`src/rtl/dp_pkg.sv`:
```
// Purpose: shared constants of the datapath fifo and work register block
// Assumes: 8-bit datapath, two 4-byte fifos, one system clock
// Notes: register indices are those of the bus port of the top module
//
// What this block does
// - six 8-bit registers, bus readable; bus writable except a fifo in output direction
// - accumulators take alu, data register or fifo
// - wakeup clears accumulators and fifos to zero
// - data registers keep contents across sleep
// - two 4-byte fifos, independent directions
// - input: bus writes; output: bus reads
// - single-buffer: one byte, no status, overwritable
// - datapath load is level or rising edge
// - load sampled on datapath or bus clock
// - accumulator read pushes value into fifo
// - capture passes along chain to top tile
// - status to datapath direct, one or two syncs
// - per fifo clock polarity invert bit
// - source select 00 bus, 01/10 accumulators, 11 alu
// - static mux; input feeds registers, output bus
// - input bus status by level: one or two free
package dp_pkg;
    localparam int DATA_W = 8;
    localparam int FIFO_DEPTH = 4;
    localparam int HALF_MARK = 2;
    localparam logic [7:0] RESET_BYTE = 8'h00;
    // -------------------------------------------
    // register indices on the bus port
    // -------------------------------------------
    localparam logic [2:0] REG_ACC_ZERO = 3'h0;
    localparam logic [2:0] REG_ACC_ONE = 3'h1;
    localparam logic [2:0] REG_DATA_ZERO = 3'h2;
    localparam logic [2:0] REG_DATA_ONE = 3'h3;
    localparam logic [2:0] REG_FIFO_ZERO = 3'h4;
    localparam logic [2:0] REG_FIFO_ONE = 3'h5;
    // -------------------------------------------
    // fifo source select codes
    // -------------------------------------------
    localparam logic [1:0] SEL_BUS_IN = 2'h0;
    localparam logic [1:0] SEL_ACC_ZERO = 2'h1;
    localparam logic [1:0] SEL_ACC_ONE = 2'h2;
    localparam logic [1:0] SEL_ALU = 2'h3;
    // -------------------------------------------
    // accumulator load sources
    // -------------------------------------------
    localparam logic [1:0] ACC_HOLD = 2'h0;
    localparam logic [1:0] ACC_FROM_ALU = 2'h1;
    localparam logic [1:0] ACC_FROM_DATA = 2'h2;
    localparam logic [1:0] ACC_FROM_FIFO = 2'h3;
    // -------------------------------------------
    // status synchronisation modes
    // -------------------------------------------
    localparam logic [1:0] SYNC_DIRECT = 2'h0;
    localparam logic [1:0] SYNC_SINGLE = 2'h1;
    localparam logic [1:0] SYNC_DOUBLE = 2'h2;
endpackage

```
`src/rtl/fifo_if.sv`:
```
// Purpose: control and data between the datapath top and one fifo store
// Assumes: both ends on clock_in
// Notes: count is the fill level, zero while flushed
`timescale 1ns/100ps
interface fifo_if #(parameter int WIDTH = 8, parameter int DEPTH = 4);
    logic push;
    logic pop;
    logic flush;
    logic wipe;
    logic [WIDTH-1:0] wdata;
    logic [WIDTH-1:0] rdata;
    logic [$clog2(DEPTH):0] count;
    modport ctrl (output push, pop, flush, wipe, wdata, input rdata, count);
    modport store (input push, pop, flush, wipe, wdata, output rdata, count);
endinterface

```
`src/rtl/fifo_store.sv`:
```
// Purpose: small fifo with flush-to-single-buffer and wipe
// Assumes: depth at least two
// Notes: a push and a pop may meet in one cycle
`timescale 1ns/100ps
module fifo_store #(
    parameter int WIDTH = 8,
    parameter int DEPTH = 4
) (
    // clock and reset
    input wire logic clock_in,
    input wire logic reset_n_in,
    // control side
    fifo_if.store link
);
    localparam int PW = $clog2(DEPTH);
    localparam logic [PW:0] FULL_CNT = (PW + 1)'(DEPTH);

    logic [WIDTH-1:0] mem_reg [DEPTH];
    logic [PW-1:0] wr_ptr_reg;
    logic [PW-1:0] rd_ptr_reg;
    logic [PW:0] count_reg;

    function automatic logic [PW-1:0] step(input logic [PW-1:0] p);
        step = (p == PW'(DEPTH - 1)) ? '0 : p + 1'b1;
    endfunction

    wire full = count_reg == FULL_CNT;
    wire empty = count_reg == '0;
    wire do_pop = link.pop & ~empty;
    wire do_push = link.push & (~full | do_pop);

    assign link.rdata = mem_reg[rd_ptr_reg];
    assign link.count = count_reg;

    always_ff @(posedge clock_in or negedge reset_n_in) begin
        if (!reset_n_in) begin
            for (int k = 0; k < DEPTH; k++) begin
                mem_reg[k] <= '0;
            end
            wr_ptr_reg <= '0;
            rd_ptr_reg <= '0;
            count_reg <= '0;
        end else if (link.wipe) begin
            for (int k = 0; k < DEPTH; k++) begin
                mem_reg[k] <= '0;
            end
            wr_ptr_reg <= '0;
            rd_ptr_reg <= '0;
            count_reg <= '0;
        end else if (link.flush) begin
            // one byte, overwritable, read at once
            wr_ptr_reg <= '0;
            rd_ptr_reg <= '0;
            count_reg <= '0;
            if (link.push) begin
                mem_reg[0] <= link.wdata;
            end
        end else begin
            if (do_push) begin
                mem_reg[wr_ptr_reg] <= link.wdata;
                wr_ptr_reg <= step(wr_ptr_reg);
            end
            if (do_pop) begin
                rd_ptr_reg <= step(rd_ptr_reg);
            end
            if (do_push && !do_pop) begin
                count_reg <= count_reg + 1'b1;
            end else if (do_pop && !do_push) begin
                count_reg <= count_reg - 1'b1;
            end
        end
    end
endmodule

```
`src/rtl/datapath_fifo_and_work_regs.sv`:
```
// Purpose: datapath working registers and two fifos of one logic tile
// Assumes: datapath_clk arrives as a level sampled on clock_in
// Notes: bus read data is registered, one cycle after the strobe
`timescale 1ns/100ps
module datapath_fifo_and_work_regs #(
    parameter int WIDTH = dp_pkg::DATA_W,
    parameter int DEPTH = dp_pkg::FIFO_DEPTH
) (
    // clock and reset
    input wire logic clock_in,
    input wire logic reset_n_in,
    // system bus port
    input wire logic [2:0] bus_addr_in,
    input wire logic bus_write_in,
    input wire logic bus_read_in,
    input wire logic [WIDTH-1:0] bus_wdata_in,
    output logic [WIDTH-1:0] bus_rdata_out,
    // datapath side
    input wire logic datapath_clk_in,
    input wire logic [WIDTH-1:0] alu_result_in,
    input wire logic [1:0] fifo_load_in,
    input wire logic [1:0] fifo_take_in,
    input wire logic [1:0] acc_zero_src_in,
    input wire logic [1:0] acc_one_src_in,
    input wire logic [1:0] data_load_in,
    // static configuration
    input wire logic [1:0] fifo_zero_source_select_in,
    input wire logic [1:0] fifo_one_source_select_in,
    input wire logic [1:0] fifo_level_select_in,
    input wire logic fifo_zero_flush_in,
    input wire logic fifo_one_flush_in,
    input wire logic [1:0] fifo_clock_invert_in,
    input wire logic load_edge_mode_in,
    input wire logic load_fast_mode_in,
    input wire logic soft_capture_en_in,
    input wire logic chain_en_in,
    input wire logic [1:0] status_sync_mode_in,
    // power
    input wire logic wake_clear_in,
    // chaining
    input wire logic chain_capture_in,
    output logic chain_capture_out,
    // state
    output logic [WIDTH-1:0] acc_zero_out,
    output logic [WIDTH-1:0] acc_one_out,
    output logic [1:0] bus_status_out,
    output logic [1:0] block_status_out
);
    localparam int CW = $clog2(DEPTH) + 1;
    localparam logic [CW-1:0] FULL_CNT = CW'(DEPTH);
    localparam logic [CW-1:0] HALF_CNT = CW'(dp_pkg::HALF_MARK);
    localparam logic [CW-1:0] ROOM_TWO = CW'(DEPTH - dp_pkg::HALF_MARK);

    function automatic logic hit(input logic [2:0] a, input logic [2:0] idx);
        hit = a == idx;
    endfunction

    // ---------------------------------------------------------------
    // synchronisers for routed inputs
    // ---------------------------------------------------------------
    logic [4:0] meta_reg;
    logic [4:0] sync_reg;
    logic dp_prev_reg;

    always_ff @(posedge clock_in or negedge reset_n_in) begin
        if (!reset_n_in) begin
            meta_reg <= '0;
            sync_reg <= '0;
        end else begin
            meta_reg <= {fifo_take_in, fifo_load_in, datapath_clk_in};
            sync_reg <= meta_reg;
        end
    end

    always_ff @(posedge clock_in or negedge reset_n_in) begin
        if (!reset_n_in) begin
            dp_prev_reg <= 1'b0;
        end else begin
            dp_prev_reg <= sync_reg[0];
        end
    end

    wire dp_rise = sync_reg[0] & ~dp_prev_reg;
    wire dp_fall = ~sync_reg[0] & dp_prev_reg;
    wire [1:0] load_sync = sync_reg[2:1];
    wire [1:0] take_sync = sync_reg[4:3];

    // ---------------------------------------------------------------
    // bus decode and shared wires
    // ---------------------------------------------------------------
    wire [WIDTH-1:0] acc_w [2];
    wire [WIDTH-1:0] data_w [2];
    wire [WIDTH-1:0] head_w [2];
    wire [1:0] bus_stat_next;
    wire [1:0] blk_stat_next;
    wire [1:0] local_cap;

    wire rd_acc0 = bus_read_in & hit(bus_addr_in, dp_pkg::REG_ACC_ZERO);
    wire rd_acc1 = bus_read_in & hit(bus_addr_in, dp_pkg::REG_ACC_ONE);
    wire chain_hit = chain_en_in & chain_capture_in;

    // ---------------------------------------------------------------
    // per-fifo lanes: working registers, fifo, status
    // ---------------------------------------------------------------
    for (genvar i = 0; i < 2; i++) begin : lane
        fifo_if #(.WIDTH(WIDTH), .DEPTH(DEPTH)) fl ();

        fifo_store #(.WIDTH(WIDTH), .DEPTH(DEPTH)) store (
            .clock_in(clock_in),
            .reset_n_in(reset_n_in),
            .link(fl.store)
        );

        logic [WIDTH-1:0] acc_reg;
        logic [WIDTH-1:0] acc_next;
        logic [WIDTH-1:0] data_reg;
        logic ld_prev_reg;

        wire [1:0] sel = (i == 0) ? fifo_zero_source_select_in : fifo_one_source_select_in;
        wire [1:0] acc_src = (i == 0) ? acc_zero_src_in : acc_one_src_in;
        wire flush = (i == 0) ? fifo_zero_flush_in : fifo_one_flush_in;
        wire [2:0] acc_idx = (i == 0) ? dp_pkg::REG_ACC_ZERO : dp_pkg::REG_ACC_ONE;
        wire [2:0] data_idx = (i == 0) ? dp_pkg::REG_DATA_ZERO : dp_pkg::REG_DATA_ONE;
        wire [2:0] fifo_idx = (i == 0) ? dp_pkg::REG_FIFO_ZERO : dp_pkg::REG_FIFO_ONE;
        wire out_dir = sel != dp_pkg::SEL_BUS_IN;
        wire tick = fifo_clock_invert_in[i] ? dp_fall : dp_rise;
        wire sample = load_fast_mode_in | tick;
        wire wr_acc = bus_write_in & hit(bus_addr_in, acc_idx);
        wire wr_data = bus_write_in & hit(bus_addr_in, data_idx);
        wire wr_fifo = bus_write_in & hit(bus_addr_in, fifo_idx);
        wire rd_fifo = bus_read_in & hit(bus_addr_in, fifo_idx);
        wire acc_from_fifo = dp_rise & (acc_src == dp_pkg::ACC_FROM_FIFO);
        wire data_from_fifo = dp_rise & data_load_in[i];

        // hardware load: level, or rising edge of the sampled control
        wire hw_load = sample & load_sync[i] & (~load_edge_mode_in | ~ld_prev_reg);
        wire rd_own = (i == 0) ? rd_acc0 : rd_acc1;
        wire sw_cap = soft_capture_en_in & out_dir & (rd_own | chain_hit);
        wire consume = (tick & take_sync[i]) | acc_from_fifo | data_from_fifo;

        assign local_cap[i] = soft_capture_en_in & rd_own;

        // static source mux for the fifo write port
        wire [WIDTH-1:0] src_data =
            (sel == dp_pkg::SEL_ACC_ZERO) ? acc_w[0] :
            (sel == dp_pkg::SEL_ACC_ONE) ? acc_w[1] :
            alu_result_in;

        assign fl.push = out_dir ? (hw_load | sw_cap) : wr_fifo;
        assign fl.pop = out_dir ? rd_fifo : consume;
        assign fl.wdata = out_dir ? (sw_cap ? acc_reg : src_data) : bus_wdata_in;
        assign fl.flush = flush;
        assign fl.wipe = wake_clear_in;

        always_ff @(posedge clock_in or negedge reset_n_in) begin
            if (!reset_n_in) begin
                ld_prev_reg <= 1'b0;
            end else if (sample) begin
                ld_prev_reg <= load_sync[i];
            end
        end

        // accumulator: bus write wins over datapath load
        always_comb begin
            acc_next = acc_reg;
            if (wr_acc) begin
                acc_next = bus_wdata_in;
            end else if (dp_rise) begin
                case (acc_src)
                    dp_pkg::ACC_FROM_ALU: begin
                        acc_next = alu_result_in;
                    end
                    dp_pkg::ACC_FROM_DATA: begin
                        acc_next = data_reg;
                    end
                    dp_pkg::ACC_FROM_FIFO: begin
                        acc_next = fl.rdata;
                    end
                    default: begin
                        acc_next = acc_reg;
                    end
                endcase
            end
        end

        always_ff @(posedge clock_in or negedge reset_n_in) begin
            if (!reset_n_in) begin
                acc_reg <= dp_pkg::RESET_BYTE;
            end else if (wake_clear_in) begin
                acc_reg <= dp_pkg::RESET_BYTE;
            end else begin
                acc_reg <= acc_next;
            end
        end

        // data register ignores wakeup
        always_ff @(posedge clock_in or negedge reset_n_in) begin
            if (!reset_n_in) begin
                data_reg <= dp_pkg::RESET_BYTE;
            end else if (wr_data) begin
                data_reg <= bus_wdata_in;
            end else if (data_from_fifo) begin
                data_reg <= fl.rdata;
            end
        end

        assign acc_w[i] = acc_reg;
        assign data_w[i] = data_reg;
        assign head_w[i] = fl.rdata;

        // status levels, silent while flushed
        wire [CW-1:0] cnt = fl.count;
        wire in_stat = fifo_level_select_in[i] ? (cnt <= ROOM_TWO) : (cnt < FULL_CNT);
        wire out_stat = fifo_level_select_in[i] ? (cnt >= HALF_CNT) : (cnt != '0);
        assign bus_stat_next[i] = ~flush & (out_dir ? out_stat : in_stat);
        assign blk_stat_next[i] = ~flush & (out_dir ? (cnt == FULL_CNT) : (cnt == '0));
    end

    // ---------------------------------------------------------------
    // block status toward the datapath
    // ---------------------------------------------------------------
    logic [1:0] blk_one_reg;
    logic [1:0] blk_two_reg;
    logic [1:0] block_status_reg;
    logic [1:0] bus_status_reg;

    always_ff @(posedge clock_in or negedge reset_n_in) begin
        if (!reset_n_in) begin
            blk_one_reg <= '0;
            blk_two_reg <= '0;
        end else if (dp_rise) begin
            blk_one_reg <= blk_stat_next;
            blk_two_reg <= blk_one_reg;
        end
    end

    wire [1:0] blk_sel =
        (status_sync_mode_in == dp_pkg::SYNC_SINGLE) ? blk_one_reg :
        (status_sync_mode_in == dp_pkg::SYNC_DOUBLE) ? blk_two_reg :
        blk_stat_next;

    always_ff @(posedge clock_in or negedge reset_n_in) begin
        if (!reset_n_in) begin
            block_status_reg <= '0;
            bus_status_reg <= '0;
        end else begin
            block_status_reg <= blk_sel;
            bus_status_reg <= bus_stat_next;
        end
    end

    assign block_status_out = block_status_reg;
    assign bus_status_out = bus_status_reg;

    // ---------------------------------------------------------------
    // capture chain toward the most significant tile
    // ---------------------------------------------------------------
    logic chain_reg;

    always_ff @(posedge clock_in or negedge reset_n_in) begin
        if (!reset_n_in) begin
            chain_reg <= 1'b0;
        end else begin
            chain_reg <= chain_en_in & (|local_cap | chain_hit);
        end
    end

    assign chain_capture_out = chain_reg;

    // ---------------------------------------------------------------
    // bus read data
    // ---------------------------------------------------------------
    logic [WIDTH-1:0] rdata_reg;

    wire [WIDTH-1:0] rdata_sel =
        hit(bus_addr_in, dp_pkg::REG_ACC_ZERO) ? acc_w[0] :
        hit(bus_addr_in, dp_pkg::REG_ACC_ONE) ? acc_w[1] :
        hit(bus_addr_in, dp_pkg::REG_DATA_ZERO) ? data_w[0] :
        hit(bus_addr_in, dp_pkg::REG_DATA_ONE) ? data_w[1] :
        hit(bus_addr_in, dp_pkg::REG_FIFO_ZERO) ? head_w[0] :
        hit(bus_addr_in, dp_pkg::REG_FIFO_ONE) ? head_w[1] :
        dp_pkg::RESET_BYTE;

    always_ff @(posedge clock_in or negedge reset_n_in) begin
        if (!reset_n_in) begin
            rdata_reg <= dp_pkg::RESET_BYTE;
        end else if (bus_read_in) begin
            rdata_reg <= rdata_sel;
        end
    end

    assign bus_rdata_out = rdata_reg;
    assign acc_zero_out = acc_w[0];
    assign acc_one_out = acc_w[1];
endmodule

```
`config.mk`:
```
export PLATFORM = sky130hd
export DESIGN_NAME = datapath_fifo_and_work_regs
export DESIGN_NICKNAME = d
export VERILOG_FILES = /design/src/rtl/dp_pkg.sv /design/src/rtl/fifo_if.sv /design/src/rtl/fifo_store.sv /design/src/rtl/datapath_fifo_and_work_regs.sv
export SDC_FILE = /design/constraint.sdc
export NUM_CORES = 1
export LEC_CHECK = 0
export BUFFER_PORTS_ARGS = -buffer_cell sky130_fd_sc_hd__clkbuf_2
export CAP_MARGIN = 20
export CORE_AREA = 2 2 120 122
export DETAILED_ROUTE_END_ITERATION = 12
export DIE_AREA = 0 0 122 124
export PLACE_DENSITY = 0.89
export SETUP_SLACK_MARGIN = 0.02
export SLEW_MARGIN = 5
export SYNTH_ARGS = -nofsm -noshare
export SYNTH_HDL_FRONTEND = slang
export SYNTH_SLANG_ARGS = --single-unit
```
`constraint.sdc`:
```
create_clock -name clock_in -period 3.7 [get_ports clock_in]
set_input_delay 0.37 -clock clock_in [delete_from_list [all_inputs] [get_ports clock_in]]
set_output_delay 0.37 -clock clock_in [all_outputs]
set_load 0.01 [all_outputs]
```
Yosys cells after proc, flatten, opt, wreduce, memory -nomap -nowiden --
Cells that the tools add are included.
Storage, ports and cells: register bits after elaboration 140, input bits 52, output and inout port bits 29, logic and storage cells 270
Operators by class: add/subtract/negate cells 8, order comparisons 12, eq/ne operators 27, muxes and demuxes 88, bitwise gates (word level) 68, reduce and logical (&&, ||, !) cells 38
Operator list (count):
- 8-bit two-way mux | 34
- 32-bit two-way mux | 4
- 32-bit bitwise mux | 2
- 24-bit two-way mux | 2
- 8-bit case mux with 3 select lines | 2
- 1-bit bitwise AND | 38
- 2-bit two-way mux | 18
- 8-bit binary-select mux with 2-bit select | 2
- 8-bit demux with 2-bit select | 2
- 3-bit two-way mux | 8
- 3-bit nonzero test | 8
- 2-bit equality test, second input constant | 11
- 1-bit OR | 15
- 1-bit two-way mux | 14
- 3-bit equality test, second input constant | 4
- 3-bit >= comparator, second input constant | 4
- 2-bit NOT with 3-bit output | 4
- 2-bit AND reduction | 6
- 2-bit nonzero test | 6
- 1-bit NOT | 11
- 2-bit by 1-bit equality test with 1-bit output, second input constant | 5
- 5-bit nonzero test | 2
- 3-bit zero test | 3
- 2-bit by 1-bit adder with 2-bit output, second input constant | 4
- 14 further kinds | 32

Depth between registers and ports, before layout --
depth after elaboration 16, mapped depth 12, depth with buffers taken out 10

Modules after synthesis --
From an unflattened synthesis, not the netlist that was laid out.
Second synthesis, totals: cell total of the unflattened synthesis 835, area total of the unflattened synthesis 8600.7 um^2
Modules (own cells, without submodules):
- fifo_store | instances 2, cells an instance 187, area each 2204.6 um^2, sequential area each 975.9 um^2
- datapath_fifo_and_work_regs | instances 1, cells an instance 461, area each 4191.5 um^2, sequential area each 1551.5 um^2

Worst setup path before layout --
No wires, ideal clock.
path type input-to-reg, from input bus_addr_in[1], to register lane[0].store.count_reg[2], library setup time 78 ps, arrival 2630 ps, data required time 3622 ps, slack 992 ps, cell stages on the path 10, buffers on the path 1, path through buf_2 -> or3b_1 -> o32a_4 -> a21oi_1 -> inv_1 -> ha_1 -> fa_1 -> xnor2_1 -> or3_1 -> a21oi_1
On the way: cells in the longest elaborated chain, start to end 11, elaborated cells between the ends (all ways) 21, those cells by class 1 x eq/ne; 5 x mux; 9 x bitwise; 6 x reduce/logical
Ends and longest elaborated chain:
- from (decl) | line datapath_fifo_and_work_regs.sv:13 | input wire logic [2:0] bus_addr_in,
- 3-bit zero test | line datapath_fifo_and_work_regs.sv:55 | hit = a == idx;
- 1-bit bitwise AND | line datapath_fifo_and_work_regs.sv:98 | wire rd_acc0 = bus_read_in & hit(bus_addr_in, dp_pkg::REG_ACC_ZERO);
- 1-bit OR | line datapath_fifo_and_work_regs.sv:138 | wire sw_cap = soft_capture_en_in & out_dir & (rd_own | chain_hit);
- 1-bit bitwise AND | line datapath_fifo_and_work_regs.sv:138
- 1-bit OR | line datapath_fifo_and_work_regs.sv:149 | assign fl.push = out_dir ? (hw_load | sw_cap) : wr_fifo;
- 1-bit two-way mux | line datapath_fifo_and_work_regs.sv:149
- 1-bit bitwise AND | line fifo_store.sv:30 | wire do_push = link.push & (~full | do_pop);
- 1-bit logical AND | line fifo_store.sv:66 | if (do_push && !do_pop) begin
- 3-bit two-way mux | line fifo_store.sv:66
- 3-bit two-way mux | line fifo_store.sv:50 | end else if (link.flush) begin
- 3-bit two-way mux | line fifo_store.sv:43 | end else if (link.wipe) begin
- to (signal assigned) | line fifo_store.sv:67 | count_reg <= count_reg + 1'b1;
- to (signal assigned) | line fifo_store.sv:69 | count_reg <= count_reg - 1'b1;
- to (decl) | line fifo_store.sv:21 | logic [PW:0] count_reg;
Parallel ways exist; a longest one is shown, timed or not. A chain may end at the register's enable or synchronous reset.

Worst setup path in the final report --
from register sync_reg[0], to register lane[1].store.count_reg[2]
On the way: cells in the longest elaborated chain, start to end 14, elaborated cells between the ends (all ways) 26, those cells by class 6 x mux; 15 x bitwise; 5 x reduce/logical
Ends and longest elaborated chain:
- from (decl) | line datapath_fifo_and_work_regs.sv:62 | logic [4:0] sync_reg;
- from (signal assigned) | line datapath_fifo_and_work_regs.sv:71 | sync_reg <= meta_reg;
- 1-bit NOT | line datapath_fifo_and_work_regs.sv:84 | wire dp_fall = ~sync_reg[0] & dp_prev_reg;
- 1-bit bitwise AND | line datapath_fifo_and_work_regs.sv:84
- 1-bit two-way mux | line datapath_fifo_and_work_regs.sv:126 | wire tick = fifo_clock_invert_in[i] ? dp_fall : dp_rise;
- 1-bit bitwise AND | line datapath_fifo_and_work_regs.sv:139 | wire consume = (tick & take_sync[i]) | acc_from_fifo | data_from_fifo;
- 1-bit OR (2 in series) | line datapath_fifo_and_work_regs.sv:139
- 1-bit two-way mux | line datapath_fifo_and_work_regs.sv:150 | assign fl.pop = out_dir ? rd_fifo : consume;
- 1-bit bitwise AND | line fifo_store.sv:29 | wire do_pop = link.pop & ~empty;
- 1-bit OR | line fifo_store.sv:30
- 1-bit bitwise AND | line fifo_store.sv:30
- 1-bit logical AND | line fifo_store.sv:66
- 3-bit two-way mux | line fifo_store.sv:66
- 3-bit two-way mux | line fifo_store.sv:50
- 3-bit two-way mux | line fifo_store.sv:43
- to (signal assigned) | line fifo_store.sv:67
- to (signal assigned) | line fifo_store.sv:69
- to (decl) | line fifo_store.sv:21
Parallel ways exist; a longest one is shown, timed or not.

==> summary.txt <==
Status - completed
Maximum buffer depth of the clock tree - 2
CTS Buf Count - 17
CTS H-Tree Depth - 4
Number of I/O pins - 81
CTS resizes - 0
Seq pwr share - 39.2%
Gr ovfl total - 0
Initial antenna violation count - 0
Hold_sp - fifo_load_in[0]
RSZ-0062 raised after global routing - false
Clk pwr share - 45.2%
Mapped Nets - 887
Int Power - 3.262 mW
Pins Over Slew Limit - 0
Core area - 13,720 sq um
Crit path arrival time - 3.31 ns
Global-route wire length before repair - 38,330 microns
Residual DRC - 0
Worst-path clk slew - 0.06 ns
LEAKAGE - 4.607 nW
Die width - 122 microns
Worst-skew pair later-pin latency - 0.43 ns
Post-Synthesis Cells - 821
Reg2reg start - sync_reg[0]
FMAX - 337.5 MHz
Final ANT Viol Nets - 0
Cell variety after synth - 68
Crit end category - register
Commonest non-fill, non-tap cell in the layout - dfrtp_1
Vias in the first global route - 7,203
Port Buf Inserts - 80
Max FO, Critical Path - 11
Total GRT Usage - 33.65%
Worst Hold Endpoint - meta_reg[1]
Critical-path top delay cell - dfrtp_1
Most frequent cells in the layout - 140 x dfrtp_1, 118 x nand2_1, 101 x mux2i_1
Pwr dens - 473.0 nW/um^2
Netlist Area Pre-Place - 8212 sq um
Max-cap violations - 0
Worst hold path class - primary input to register
Area growth syn-to-layout - 14.51%
Largest register FFs - 64
CP startpoint kind - register
Register-to-register setup slack - 0.74 ns
Yosys warns - 0
TritonCTS clock tree - built
FF+latch count, synth - 140
Routed vias/inst - 6.795
Slew HR - 29.24%
Clock Skews - 0.01253 ns
Postcts setup bufs - 0
Switching share of power - 26.66%
Crit-path max cell delay - 0.54 ns
Crit path kind - register to register
# clock sinks - 140
Detailed-route via count - 7,311
Post-CTS Hold Fix Bufs - 1
Top_reg_cell synth - dfrtp_1
Drt wl/cell - 22.39 microns
Routed Wire Length - 24,090 microns
Placer Congestion - 0.9767
Sequential area share after synthesis - 42.66%
Measured slew at the worst slew-check pin - 1.058 ns
Async set-reset flop share out of synthesis - 100.0%
Largest net degree at the start of global routing - 77
Comb power frac - 15.6%
Row count - 43
Iteration count of the initial detailed-routing pass - 9
Iter 0 DRT Violations - 1,028
Top cell by count, worst path - or3_1
VDD IR max - 0.4006 mV
Layout Utilization - 68.54%
Die extent in y - 124 microns
Post-route minimum period - 2.963 ns
Final Hold Violating Endpoints - 0
Net Switching - 1.186 mW
Final Setup Violations - 0
Hold Path Stages - 1
Initial core utilization - 59.85%
ANT cells - 0
Post-synth EDFFs - 0
Die Footprint - 15,130 sq um
CTS root buf - clkbuf_16
Avg Synthesized Cell Area - 10.00 sq um
Share of layout cells above drive strength 1 - 18.42%
Nets - 949
CP Cell Sequence - and3b_1 -> o211a_1 -> or3_1 -> nand2_1 -> inv_1 -> ha_1 -> fa_1 -> xnor2_1 -> or3_1 -> a21oi_1
Hpwl dp - 16,530 microns
Tcrit/Tclk final - 80.08%
Reg2reg path depth - 10
Setup TNS - 0 ns
Required @ worst endpoint - 4.04 ns
Worst R2R End - lane[1].store.link.count[2]
## cell families after synthesis
family / share of synthesized area (%)
flip-flops: 42.66
AND/OR/NAND/NOR: 14.86
adder cells (fa/ha/maj): 2.316
buffers and inverters: 3.641
multiplexers: 16.70
AO/OA/AOI/OAI: 19.20
XOR/XNOR: 0.6248
## power by group through the flow
| stage | clock, mW | combinational [mW] | sequential, mW |
|---|---|---|---|
| final | 2.01 | 0.695 | 1.74 |
| after global routing | 2.08 | 0.758 | 1.75 |
| after CTS | 2.02 | 0.681 | 1.74 |
| after detailed placement | 0 | 0.667 | 1.76 |
| after global placement | 0 | 0.646 | 1.76 |
| after floorplan | 0 | 0.440 | 1.73 |
## worst max-delay path, delay by kind of cell, from the launching register on
kind / cells / cell delay (ns)
and+or+nand+nor: 4 / 1.09
adders and majority gates: 2 / 0.64
DFF: 1 / 0.54
AOI/OAI and AO/OA: 2 / 0.43
xor gates and xnor gates: 1 / 0.14
buffers and inverters: 1 / 0.04
## final cells by class
type,count,area (sq um)
inverters,17,63.81
flip-flops and latches,140,3503
well taps,180,225.2
clock inverters,10,207.7
clock buffers,22,494.2
fillers,981,4317
multi-input cells,615,4409
repair buffers,92,499.2
## metrics by stage
stage	cells	total power, mW	area, sq um	hold slack [ns]	worst slack [ns]
detailed placement	1042	2.427	8683	0.3358	0.5094
global placement	1042	2.402	8683	0.3319	0.5946
finish	1076	4.448	9403	0.04416	0.7371
floorplan	821	2.174	8212	0.07441	0.9922
CTS	1075	4.433	9395	0.03132	0.7590
global route	1076	4.592	9403	0.03272	0.5873
## Yosys cell counts, drive strengths merged, types with 15 or more instances
cell type	number	area, sq um
a22o	23	201.4
nand2	118	442.9
inv	15	56.30
clkbuf	27	102.6
dfrtp	140	3503
a22oi	16	120.1
buf	22	132.6
nor2	55	209.0
mux4	16	360.4
a21oi	36	191.4
o21ai	65	325.3
mux2i	101	1011
## worst max path at each step
stage / from / to / slack, ns / cells after the start
2_1_floorplan: bus_addr_in[1] / lane[0].store.link.count[2] / 0.99 / 10
3_3_place_gp: fifo_zero_source_select_in[1] / lane[0].store.link.count[2] / 0.59 / 10
3_5_place_dp: fifo_one_source_select_in[1] / lane[1].store.link.count[2] / 0.51 / 9
4_1_cts: sync_reg[0] / lane[1].store.link.count[2] / 0.76 / 10
5_1_grt: sync_reg[0] / lane[1].store.link.count[2] / 0.59 / 10
6_report: sync_reg[0] / lane[1].store.link.count[2] / 0.74 / 10
## metal layers
| metal | up-vias | track usage (%) | part of all wire, % |
|---|---|---|---|
| li1 | 3172 | - | - |
| met1 | 3505 | 44.05 | 38 |
| met2 | 526 | 51.36 | 44 |
| met3 | 108 | 10.21 | 13 |
| met4 | 0 | 16.16 | 4.5 |
| met5 | - | 0 | 0 |
Power figures use the tool's default switching activity.
